### src/logic/acc_pkg.sv
// constants and types of the converter conversion control block
// Behaviour
// (RQ1) control write aborts and restarts unless channel off; code restarts only with software trigger selected
// (RQ2) compare off: done flag set per conversion
// (RQ3) compare on: done flag only when compare true
// (RQ4) control write or low result read clears flag
// (RQ5) flag set with enable raises done interrupt
// (RQ6) single mode: one conversion per trigger
// (RQ7) continuous mode: back-to-back after trigger
// (RQ8) five-bit channel field selects converter input
// (RQ9) all-ones channel powers down, no extra conversion
// (RQ10) single mode idles powered down after completion
// (RQ11) active bit set on start, cleared on end/abort
// (RQ12) trigger select: software write or hardware input
// (RQ13) compare enable bit turns compare on
// (RQ14) polarity: less-than, or greater-or-equal
// (RQ15) software writes zero to reserved bits 1:0
// (RQ16) results stored at completion unless compare fails; code skips it while locked and stores result minus compare if compare on
// (RQ17) resolution code selects 8, 12, 10 bits
// (RQ18) hardware trigger is periodic counter overflow
// (RQ19) trigger input synchronised and edge detected
`default_nettype none
package acc_pkg;
  // ****************************************************
  // register offsets
  // ****************************************************
  localparam logic [7:0] OFF_CTRL = 8'h00;
  localparam logic [7:0] OFF_TRIG = 8'h04;
  localparam logic [7:0] OFF_RES_LO = 8'h08;
  localparam logic [7:0] OFF_RES_HI = 8'h0C;
  localparam logic [7:0] OFF_CMP_LO = 8'h10;
  localparam logic [7:0] OFF_CMP_HI = 8'h14;
  localparam logic [7:0] OFF_CFG = 8'h18;
  localparam logic [7:0] OFF_IRQ_STAT = 8'h1C;
  localparam logic [7:0] OFF_IRQ_MASK = 8'h20;
  // ****************************************************
  // field positions
  // ****************************************************
  localparam int BIT_DONE = 7;
  localparam int BIT_IEN = 6;
  localparam int BIT_CONT = 5;
  localparam int BIT_ACTIVE = 7;
  localparam int BIT_TSEL = 6;
  localparam int BIT_CMPEN = 5;
  localparam int BIT_CMPGE = 4;
  localparam int BIT_MODE = 2;
  localparam int EV_DONE = 0;
  localparam int EV_ABORT = 1;
  // ****************************************************
  // codes and reset values
  // ****************************************************
  localparam logic [4:0] CHAN_OFF = 5'h1F;
  localparam logic [4:0] CHAN_RST = 5'h1F;
  localparam logic [1:0] MODE_8 = 2'h0;
  localparam logic [1:0] MODE_12 = 2'h1;
  localparam logic [1:0] MODE_10 = 2'h2;
  localparam logic [1:0] MODE_RST = 2'h0;
  localparam logic [11:0] MASK_8 = 12'h0FF;
  localparam logic [11:0] MASK_10 = 12'h3FF;
  localparam logic [11:0] MASK_12 = 12'hFFF;
  localparam logic [1:0] IRQ_MASK_RST = 2'h0;
  // ****************************************************
  // types
  // ****************************************************
  typedef enum logic [1:0] {
    ACC_IDLE = 2'b01,
    ACC_CONV = 2'b10
  } acc_state_t;
  typedef struct packed {
    logic start;
    logic abort;
    logic power;
    logic [4:0] channel;
    logic [1:0] mode;
  } acc_core_req_t;
  typedef struct packed {
    logic done;
    logic [11:0] result;
  } acc_core_rsp_t;
  typedef struct packed {
    acc_state_t st;
    logic flag;
    logic ien;
    logic cont;
    logic [4:0] chan;
    logic tsel;
    logic cmp_en;
    logic cmp_ge;
    logic [11:0] result;
    logic [11:0] cmpval;
    logic [1:0] mode;
    logic lock;
    logic [1:0] irq_stat;
    logic [1:0] irq_mask;
    logic [2:0] sync;
    acc_core_req_t core;
    logic done_irq;
    logic irq;
    logic [31:0] prdata;
    logic pready;
    logic pslverr;
  } acc_regs_t;
endpackage
`default_nettype wire

### src/logic/acc_ctrl.sv
// conversion control, status, compare and apb register file
`timescale 1ns/100ps
`default_nettype none
module acc_ctrl
  import acc_pkg::*;
(
  input wire logic pclk,
  input wire logic presetn,
  input wire logic psel,
  input wire logic penable,
  input wire logic pwrite,
  input wire logic [7:0] paddr,
  input wire logic [31:0] pwdata,
  output logic [31:0] prdata,
  output logic pready,
  output logic pslverr,
  input wire logic hw_trigger_in,
  input wire acc_core_rsp_t core_rsp,
  output acc_core_req_t core_req,
  output logic done_irq,
  output logic irq
);
  acc_regs_t s;
  acc_regs_t n;
  logic acc;
  logic wr;
  logic rd;
  logic setup;
  logic hit;
  logic [31:0] rdval;
  logic trig_ev;
  logic [11:0] msk;
  logic [11:0] res;
  logic [11:0] cv;
  logic cmp_true;
  logic done_ok;
  logic done_ev;
  logic abort_ev;
  logic flag_clr;
  logic [1:0] ev;

  // ****************************************************
  // read mux
  // ****************************************************
  always_comb begin
    hit = 1'b1;
    rdval = 32'h0;
    if (paddr == OFF_CTRL) begin
      rdval[7:0] = {s.flag, s.ien, s.cont, s.chan};
    end else if (paddr == OFF_TRIG) begin
      rdval[7:0] = {s.st == ACC_CONV, s.tsel, s.cmp_en, s.cmp_ge, 4'h0}; // [RQ11]
    end else if (paddr == OFF_RES_LO) begin
      rdval[7:0] = s.result[7:0];
    end else if (paddr == OFF_RES_HI) begin
      rdval[3:0] = s.result[11:8];
    end else if (paddr == OFF_CMP_LO) begin
      rdval[7:0] = s.cmpval[7:0];
    end else if (paddr == OFF_CMP_HI) begin
      rdval[3:0] = s.cmpval[11:8];
    end else if (paddr == OFF_CFG) begin
      rdval[3:2] = s.mode;
    end else if (paddr == OFF_IRQ_STAT) begin
      rdval[1:0] = s.irq_stat;
    end else if (paddr == OFF_IRQ_MASK) begin
      rdval[1:0] = s.irq_mask;
    end else begin
      hit = 1'b0;
    end
  end

  // ****************************************************
  // compare and result shaping
  // ****************************************************
  always_comb begin
    if (s.mode == MODE_8) begin
      msk = MASK_8; // [RQ17]
    end else if (s.mode == MODE_10) begin
      msk = MASK_10; // [RQ17]
    end else begin
      msk = MASK_12; // [RQ17]
    end
    res = core_rsp.result & msk;
    cv = s.cmpval & msk;
    cmp_true = s.cmp_ge ? (res >= cv) : (res < cv); // [RQ14]
    done_ok = !s.cmp_en || cmp_true; // [RQ2] [RQ3] [RQ13]
  end

  // ****************************************************
  // next state
  // ****************************************************
  always_comb begin
    n = s;
    n.core.start = 1'b0;
    n.core.abort = 1'b0;
    setup = psel && !penable;
    acc = psel && penable && s.pready;
    wr = acc && pwrite && hit;
    rd = acc && !pwrite && hit;
    done_ev = 1'b0;
    abort_ev = 1'b0;
    flag_clr = 1'b0;
    // trigger sync, edge from second and third stages
    n.sync = {s.sync[1:0], hw_trigger_in}; // [RQ19]
    trig_ev = s.sync[1] && !s.sync[2]; // [RQ19] [RQ18]
    // apb answer from flops, one access cycle
    n.pready = setup;
    n.pslverr = setup && !hit;
    n.prdata = setup ? rdval : 32'h0;
    // completion
    if (s.st == ACC_CONV && core_rsp.done) begin
      if (done_ok) begin
        done_ev = 1'b1; // [RQ2] [RQ3]
        if (!s.lock) begin
          n.result = s.cmp_en ? ((res - cv) & msk) : res; // [RQ16]
        end
      end
      if (s.cont && s.chan != CHAN_OFF) begin
        n.core.start = 1'b1; // [RQ7]
      end else begin
        n.st = ACC_IDLE; // [RQ6] [RQ10] [RQ11]
      end
    end else if (s.st == ACC_IDLE && s.tsel && trig_ev && s.chan != CHAN_OFF) begin
      n.st = ACC_CONV; // [RQ12] [RQ6] [RQ7]
      n.core.start = 1'b1;
    end
    // register writes
    if (wr) begin
      if (paddr == OFF_CTRL) begin
        n.ien = pwdata[BIT_IEN];
        n.cont = pwdata[BIT_CONT];
        n.chan = pwdata[4:0]; // [RQ8]
        flag_clr = 1'b1; // [RQ4]
        n.core.start = 1'b0;
        if (s.st == ACC_CONV && !(core_rsp.done && n.st == ACC_IDLE)) begin
          n.core.abort = 1'b1; // [RQ1]
          abort_ev = 1'b1;
        end
        if (pwdata[4:0] != CHAN_OFF && !s.tsel) begin
          n.st = ACC_CONV; // [RQ1] [RQ12]
          n.core.start = 1'b1;
        end else begin
          n.st = ACC_IDLE; // [RQ9] [RQ11]
        end
      end else if (paddr == OFF_TRIG) begin
        n.tsel = pwdata[BIT_TSEL]; // [RQ12]
        n.cmp_en = pwdata[BIT_CMPEN]; // [RQ13]
        n.cmp_ge = pwdata[BIT_CMPGE]; // [RQ14]
      end else if (paddr == OFF_CMP_LO) begin
        n.cmpval[7:0] = pwdata[7:0];
      end else if (paddr == OFF_CMP_HI) begin
        n.cmpval[11:8] = pwdata[3:0];
      end else if (paddr == OFF_CFG) begin
        n.mode = pwdata[BIT_MODE +: 2]; // [RQ17]
      end else if (paddr == OFF_IRQ_MASK) begin
        n.irq_mask = pwdata[1:0];
      end
    end
    // reads with side effects
    if (rd && paddr == OFF_RES_LO) begin
      flag_clr = 1'b1; // [RQ4]
      n.lock = 1'b0;
    end
    if (rd && paddr == OFF_RES_HI && s.mode != MODE_8) begin
      n.lock = 1'b1;
    end
    // flag: set beats clear
    n.flag = (s.flag && !flag_clr) || done_ev; // [RQ2] [RQ3] [RQ4]
    ev = 2'b00;
    ev[EV_DONE] = done_ev;
    ev[EV_ABORT] = abort_ev;
    if (rd && paddr == OFF_IRQ_STAT) begin
      n.irq_stat = ev;
    end else begin
      n.irq_stat = s.irq_stat | ev;
    end
    // core drive
    n.core.channel = n.chan;
    n.core.mode = n.mode;
    n.core.power = n.st == ACC_CONV; // [RQ9] [RQ10]
    n.done_irq = n.flag && n.ien; // [RQ5]
    n.irq = |(n.irq_stat & n.irq_mask);
  end

  // ****************************************************
  // state register
  // ****************************************************
  always_ff @(posedge pclk or negedge presetn) begin
    if (!presetn) begin
      s <= '0;
      s.st <= ACC_IDLE;
      s.chan <= CHAN_RST;
      s.mode <= MODE_RST;
      s.irq_mask <= IRQ_MASK_RST;
      s.core.channel <= CHAN_RST;
      s.core.mode <= MODE_RST;
    end else begin
      s <= n;
    end
  end

  assign prdata = s.prdata;
  assign pready = s.pready;
  assign pslverr = s.pslverr;
  assign core_req = s.core;
  assign done_irq = s.done_irq;
  assign irq = s.irq;
endmodule
`default_nettype wire

### config.mk
export PLATFORM = sky130hd
export DESIGN_NAME = acc_ctrl
export DESIGN_NICKNAME = d
export VERILOG_FILES = /design/src/logic/acc_pkg.sv /design/src/logic/acc_ctrl.sv
export SDC_FILE = /design/constraint.sdc
export NUM_CORES = 1
export LEC_CHECK = 0
export ABC_CLOCK_PERIOD_IN_PS = 2680
export BUFFER_PORTS_ARGS = -buffer_cell sky130_fd_sc_hd__buf_2
export CAP_MARGIN = 5
export CORE_ASPECT_RATIO = 1.1
export CORE_MARGIN = 2
export CORE_UTILIZATION = 35
export DETAILED_ROUTE_END_ITERATION = 12
export GPL_TIMING_DRIVEN = 0
export PLACE_DENSITY = 0.64
export SYNTH_ARGS = -nofsm -noshare
export SYNTH_HDL_FRONTEND = slang
export SYNTH_SLANG_ARGS = --single-unit
### constraint.sdc
create_clock -name pclk -period 2.68 [get_ports pclk]
set_input_delay 0.134 -clock pclk [delete_from_list [all_inputs] [get_ports pclk]]
set_output_delay 0.134 -clock pclk [all_outputs]
set_load 0.02 [all_outputs]
# Word level (Yosys, flattened, before mapping)
# Index checks and enable logic that the tools add are counted.
# W data, S select, Z words.
[totals]
register_bits = 62
input_bits = 59
out_inout_bits = 46
word_cells = 156
[classes]
addsub = 1
n_lt_le_gt_ge = 2
eq_ne = 15
mux = 60
bitwise = 10
n_reduce_logical = 44
[ops]
columns = ["op", "count"]
rows = [
  ["$mux W2", 20],
  ["$and A12 B12 Y12", 3],
  ["$mux W12", 3],
  ["$eq A8 B5 Y1 const B", 4],
  ["$mux W8", 4],
  ["$mux W1", 24],
  ["$logic_and A1 B1 Y1", 23],
  ["$mux W4", 5],
  ["$eq A8 B4 Y1 const B", 2],
  ["$ge A12 B12 Y1", 1],
  ["$lt A12 B12 Y1", 1],
  ["$sub A12 B12 Y12", 1],
  ["$mux W10", 1],
  ["$ne A5 B5 Y1 const B", 2],
  ["$eq A8 B3 Y1 const B", 1],
  ["$eq A8 B6 Y1 const B", 1],
  ["$logic_not A1 Y1", 8],
  ["$logic_not A8 Y1", 1],
  ["$mux W7", 1],
  ["$eq A2 B2 Y1 const B", 3],
  ["$mux W3", 2],
  ["$reduce_and A3 Y1", 2],
  ["$reduce_and A6 Y1", 1],
  ["$not A1 Y1", 5],
  ["other kinds (10)", 13],
]

# Longest topological paths before layout
[depth]
ltp_word = 17
ltp_mapped = 12
ltp_nobuf = 10

# Least setup slack after synthesis
# Ideal clock, no wire load.
[synth_timing]
path_type = "register to register"
startpoint = "register, netlist name core_req[0]"
endpoint = "register s[69] (netlist name)"
setup_time_ns = 0.125
arrival_time_ns = 2.526
required_ns = 2.555
slack_ns = 0.029
path_stages_with_launch = 12
n_path_buf = 2
period_less_slack_ns = 2.651
path_cell_list = "dfrtp_1 or2_1 buf_2 and2_1 ha_1 a211oi_1 nor2_1 and2_1 nor4_1 nand2_1 buf_2 mux2_4"
[synth_rtl]
columns = ["element", "line", "text"]
rows = [
  ["end signal, assigned", "acc_ctrl.sv:197", "s <= n;"],
  ["end, declared", "acc_ctrl.sv:23", "acc_regs_t s;"],
]

==> run_results.csv <==
group,metric,value,unit
clocking,clk_latency,0.33,ns
clocking,clk_path_buf_depth,2,
run_status,outcome,"finished with violations",
synthesis,synth-edff-count,0,
timing,tns,-0.102,ns
pwr,intPower,0.00174,W
global_routing,grt.total_usage,0.166,
pwr,power,0.00229,W
synthesis,synth_top_family_by_area,"simple AND/OR/NAND/NOR gates",
die,die_x,105,µm
synthesis,ys.flop_type,"dfrtp_1",
pwr,leakagePower,2.41,nW
timing,setup_ws,-0.0527,ns
synthesis,synth_fa_ha_area_frac,0.0435,
synthesis,yosysSeqAreaShare,0.398,
global_routing,grt_pass1_vias,2993,
setup_path,path_delay_family,"simple AND/OR/NAND/NOR gates",
synthesis,synth_top_cell_by_area,"dfrtp_1",
drt,drt_pass1_iterations,5,
synthesis,synth_seq_cells,62,
place,gp_congestion,0.890,
setup_path,reg2reg_setup_slack,-0.05,ns
timing,slew_violations,0,
finish,n_fill_cell,1066,
timing,report.final.hold_viol_count,0,
synthesis,synthXorXnorAreaFrac,0.0201,
synthesis,synth_cell_types,61,
timing,slew_headroom,0.446,
drt,remaining_drc_errors,0,
timing,fin_skew,0.00765,ns
drt,routedWlPerCell,15.3,µm
global_routing,grt_first_pass_wirelength,15500,µm
setup_path,cp_max_fo,7,
pwr,powerDensity,458,nW/µm²
synthesis,synthArstFlopShare,1.00,
drt,vias,3200,
synthesis,synth_compound_area_frac,0.140,
clocking,htreeDepth,3,
timing,layout_min_cycle_time,2.73,ns
drt,ant_nets,0,
synthesis,yosys.area_share.simple,0.162,
pwr,seqPwrFrac,0.414,
clocking,clk_pin_slew,0.05,ns
die,rows,40,
pwr,ir_drop,0.000305,V
setup_path,ff2ff_path_depth,12,
pwr,swShare,0.240,
clocking,cts_root_buf,"clkbuf_16",
setup_path,critical_path_arrival,2.94,ns
synthesis,yosys.area.top_type_share,0.358,
finish,layout_commonest_cell,"buf_2",
setup_path,path_buf_inv,3,
setup_path,startpoint_type,"flop",
global_routing,grt_max_degree,37,
finish,fin_util,0.457,
clocking,cts_sinks,62,
setup_path,crit_cells,12,
drt,routed_wl,10100,µm
timing,max_freq,366,MHz
finish,finalNonFillerCells,656,
synthesis,syn_avg_cell_area,9.76,µm²
finish,final_cell_mix,"buf_2, dfrtp_1, buf_4",
finish,nets,576,
timing,finalCritPeriodShare,1.02,
synthesis,postSynthCellCount,401,
pwr,p_sw,0.000550,W
timing,setup_viol,3,
global_routing,gr-total-overflow,0,
synthesis,synthMuxAreaShare,0.119,
clocking,cts_tree,"built",
setup_path,crit_slowest_cell,"dfrtp_2",
die,coreArea,10900,µm²
synthesis,ys_top_cells_by_area,"dfrtp_1, buf_4, mux2_2, dfstp_2, ha_1",
synthesis,yosysWarningCount,0,
die,io_pins,105,
place,port_buffers,55,
setup_path,endpoint,"s[69]",
run_status,violations,"negative setup slack",
finish,drive_above_1_share,0.379,
setup_path,worstSetupEndpointType,"flop",
drt,first_iter_violations,124,
setup_path,cpMostUsedCell,"buf_6",
setup_path,cp_slowest_stage_delay,0.40,ns
global_routing,antenna_found_initial,0,
place,dp.cells,627,
finish,area_delta_synth_final,27.4,%
synthesis,synth_area,3910,µm²
timing,rsz0062_at_grt,"true",
setup_path,worstSetupPathType,"flop to flop",
setup_path,reg2reg_from,"core_req[0]",
run,cap_viol_max_count,0,
finish,num_antenna_cells,0,
clocking,numCtsBuffers,9,
setup_path,startpoint,"core_req[0]",
setup_path,reg2reg_to,"s[69]",
die,die_area,12000,µm²
die,start_util,0.359,
timing,tightest_slew,0.824,ns
pwr,p_comb_frac,0.107,
place,dp_hpwl,7650,µm
pwr,p_clk_frac,0.480,
drt,vias_per_cell,4.88,
die,die_y,115,µm
setup_path,crit_chain,"or2_1 > buf_6 > and2_4 > ha_4 > a211oi_2 > nor2_1 > buf_4 > nor3_4 > nor4_2 > nand2_1 > buf_6 > mux2_4",
timing,hold_ws,0.0410,ns
setup_path,cp.required,2.89,ns
hold_path,hold_class,"input port to flop",
-- synth_stat cells, types with 2 or more instances --
| library cell | n |
|---|---|
| mux2i_1 | 13 |
| nand2b_1 | 4 |
| nor2b_1 | 3 |
| xor2_1 | 3 |
| inv_1 | 20 |
| mux2_2 | 27 |
| clkbuf_1 | 3 |
| or3_1 | 2 |
| nand2_1 | 36 |
| a222oi_1 | 2 |
| nand4_1 | 5 |
| o21ai_0 | 19 |
| a31oi_1 | 5 |
| nor3_2 | 2 |
| buf_4 | 42 |
| o211ai_1 | 2 |
| a221oi_1 | 4 |
| nand3_1 | 9 |
| xnor2_1 | 6 |
| o22ai_1 | 2 |
| ha_1 | 12 |
| nor2_1 | 24 |
| a22oi_1 | 5 |
| nor4_1 | 6 |
| mux2_4 | 2 |
| a31o_2 | 3 |
| buf_6 | 2 |
| buf_1 | 2 |
| dfstp_2 | 6 |
| a21o_1 | 7 |
| and2_1 | 7 |
| a21oi_1 | 17 |
| a211oi_1 | 2 |
| buf_2 | 4 |
| a22o_1 | 4 |
| dfrtp_1 | 56 |
| nor3_1 | 9 |
-- repair_timing --
item                                    in CTS  in global routing
hold buffers                                 2                  0
resized for setup                           11                 11
cloned                                       0                  1
endpoints found under the hold margin       24                  0
pin swaps                                    3                 10
buffers inserted                             4                  6
endpoints found under the setup margin      16                 14
-- layer usage --
metal,global-route usage,routed length (µm),vias up
li1,-,-,1568
met1,0.216,4330,1512
met2,0.277,4970,108
met3,0.0283,579,12
met4,0.0658,181,0
met5,0,0,-
-- power groups by stage --
| stage | clock [W] | combinational [W] | sequential (W) |
|---|---|---|---|
| after global routing | 0.00115 | 0.000268 | 0.000945 |
| after global placement | 0 | 0.000225 | 0.000961 |
| after CTS | 0.00110 | 0.000238 | 0.000945 |
| after floorplan | 0 | 0.000145 | 0.000963 |
| after detailed placement | 0 | 0.000232 | 0.000961 |
| final | 0.00110 | 0.000244 | 0.000945 |
-- worst min path at each step --
stage | startpoint | endpoint | slack (ns) | depth (start not counted)
2_1_floorplan | presetn | core_req[0] | -0.16 | 0
3_3_place_gp | hw_trigger_in | n[47] | 0.24 | 1
3_5_place_dp | presetn | s[92] | 0.18 | 1
4_1_cts | pwdata[7] | s[63] | 0.04 | 2
5_1_grt | pwdata[7] | s[63] | 0.05 | 2
6_report | pwdata[7] | s[63] | 0.04 | 2
-- stage by stage --
| stage | area (µm²) | setup slack (ns) |
|---|---|---|
| after global placement | 4460 | -0.222 |
| after CTS | 4870 | 0.000106 |
| after global routing | 4980 | -0.113 |
| final | 4980 | -0.0527 |
| after detailed placement | 4480 | -0.272 |
| after floorplan | 4000 | 0.0291 |
-- cells by family after synthesis --
logic type / after synthesis
compound gates: 80
xor+xnor: 9
fa+ha+maj: 13
buf+inv: 74
flops: 62
mux: 42
other cells: 1
simple gates: 120
-- state kept, by name (all words and copies together), names as in the netlist --
| register | flops |
|---|---|
| core_req | 10 |
| done_irq | 1 |
| irq | 1 |
| n | 2 |
| prdata | 8 |
| pready | 1 |
| pslverr | 1 |
| s | 38 |
-- layout make-up --
| class | count | area (µm²) | share of cell area |
|---|---|---|---|
| buffer | 53 | 389 | 0.0781 |
| clock inverter | 3 | 17.5 | 0.00351 |
| tap | 147 | 184 | 0.0369 |
| sequential | 62 | 1560 | 0.313 |
| clock buffer | 13 | 270 | 0.0542 |
| inverter | 21 | 78.8 | 0.0158 |
| timing repair buffer | 69 | 395 | 0.0793 |
| multi-input combinational | 288 | 2090 | 0.419 |
Note: power is estimated with default switching activity, not from simulation.
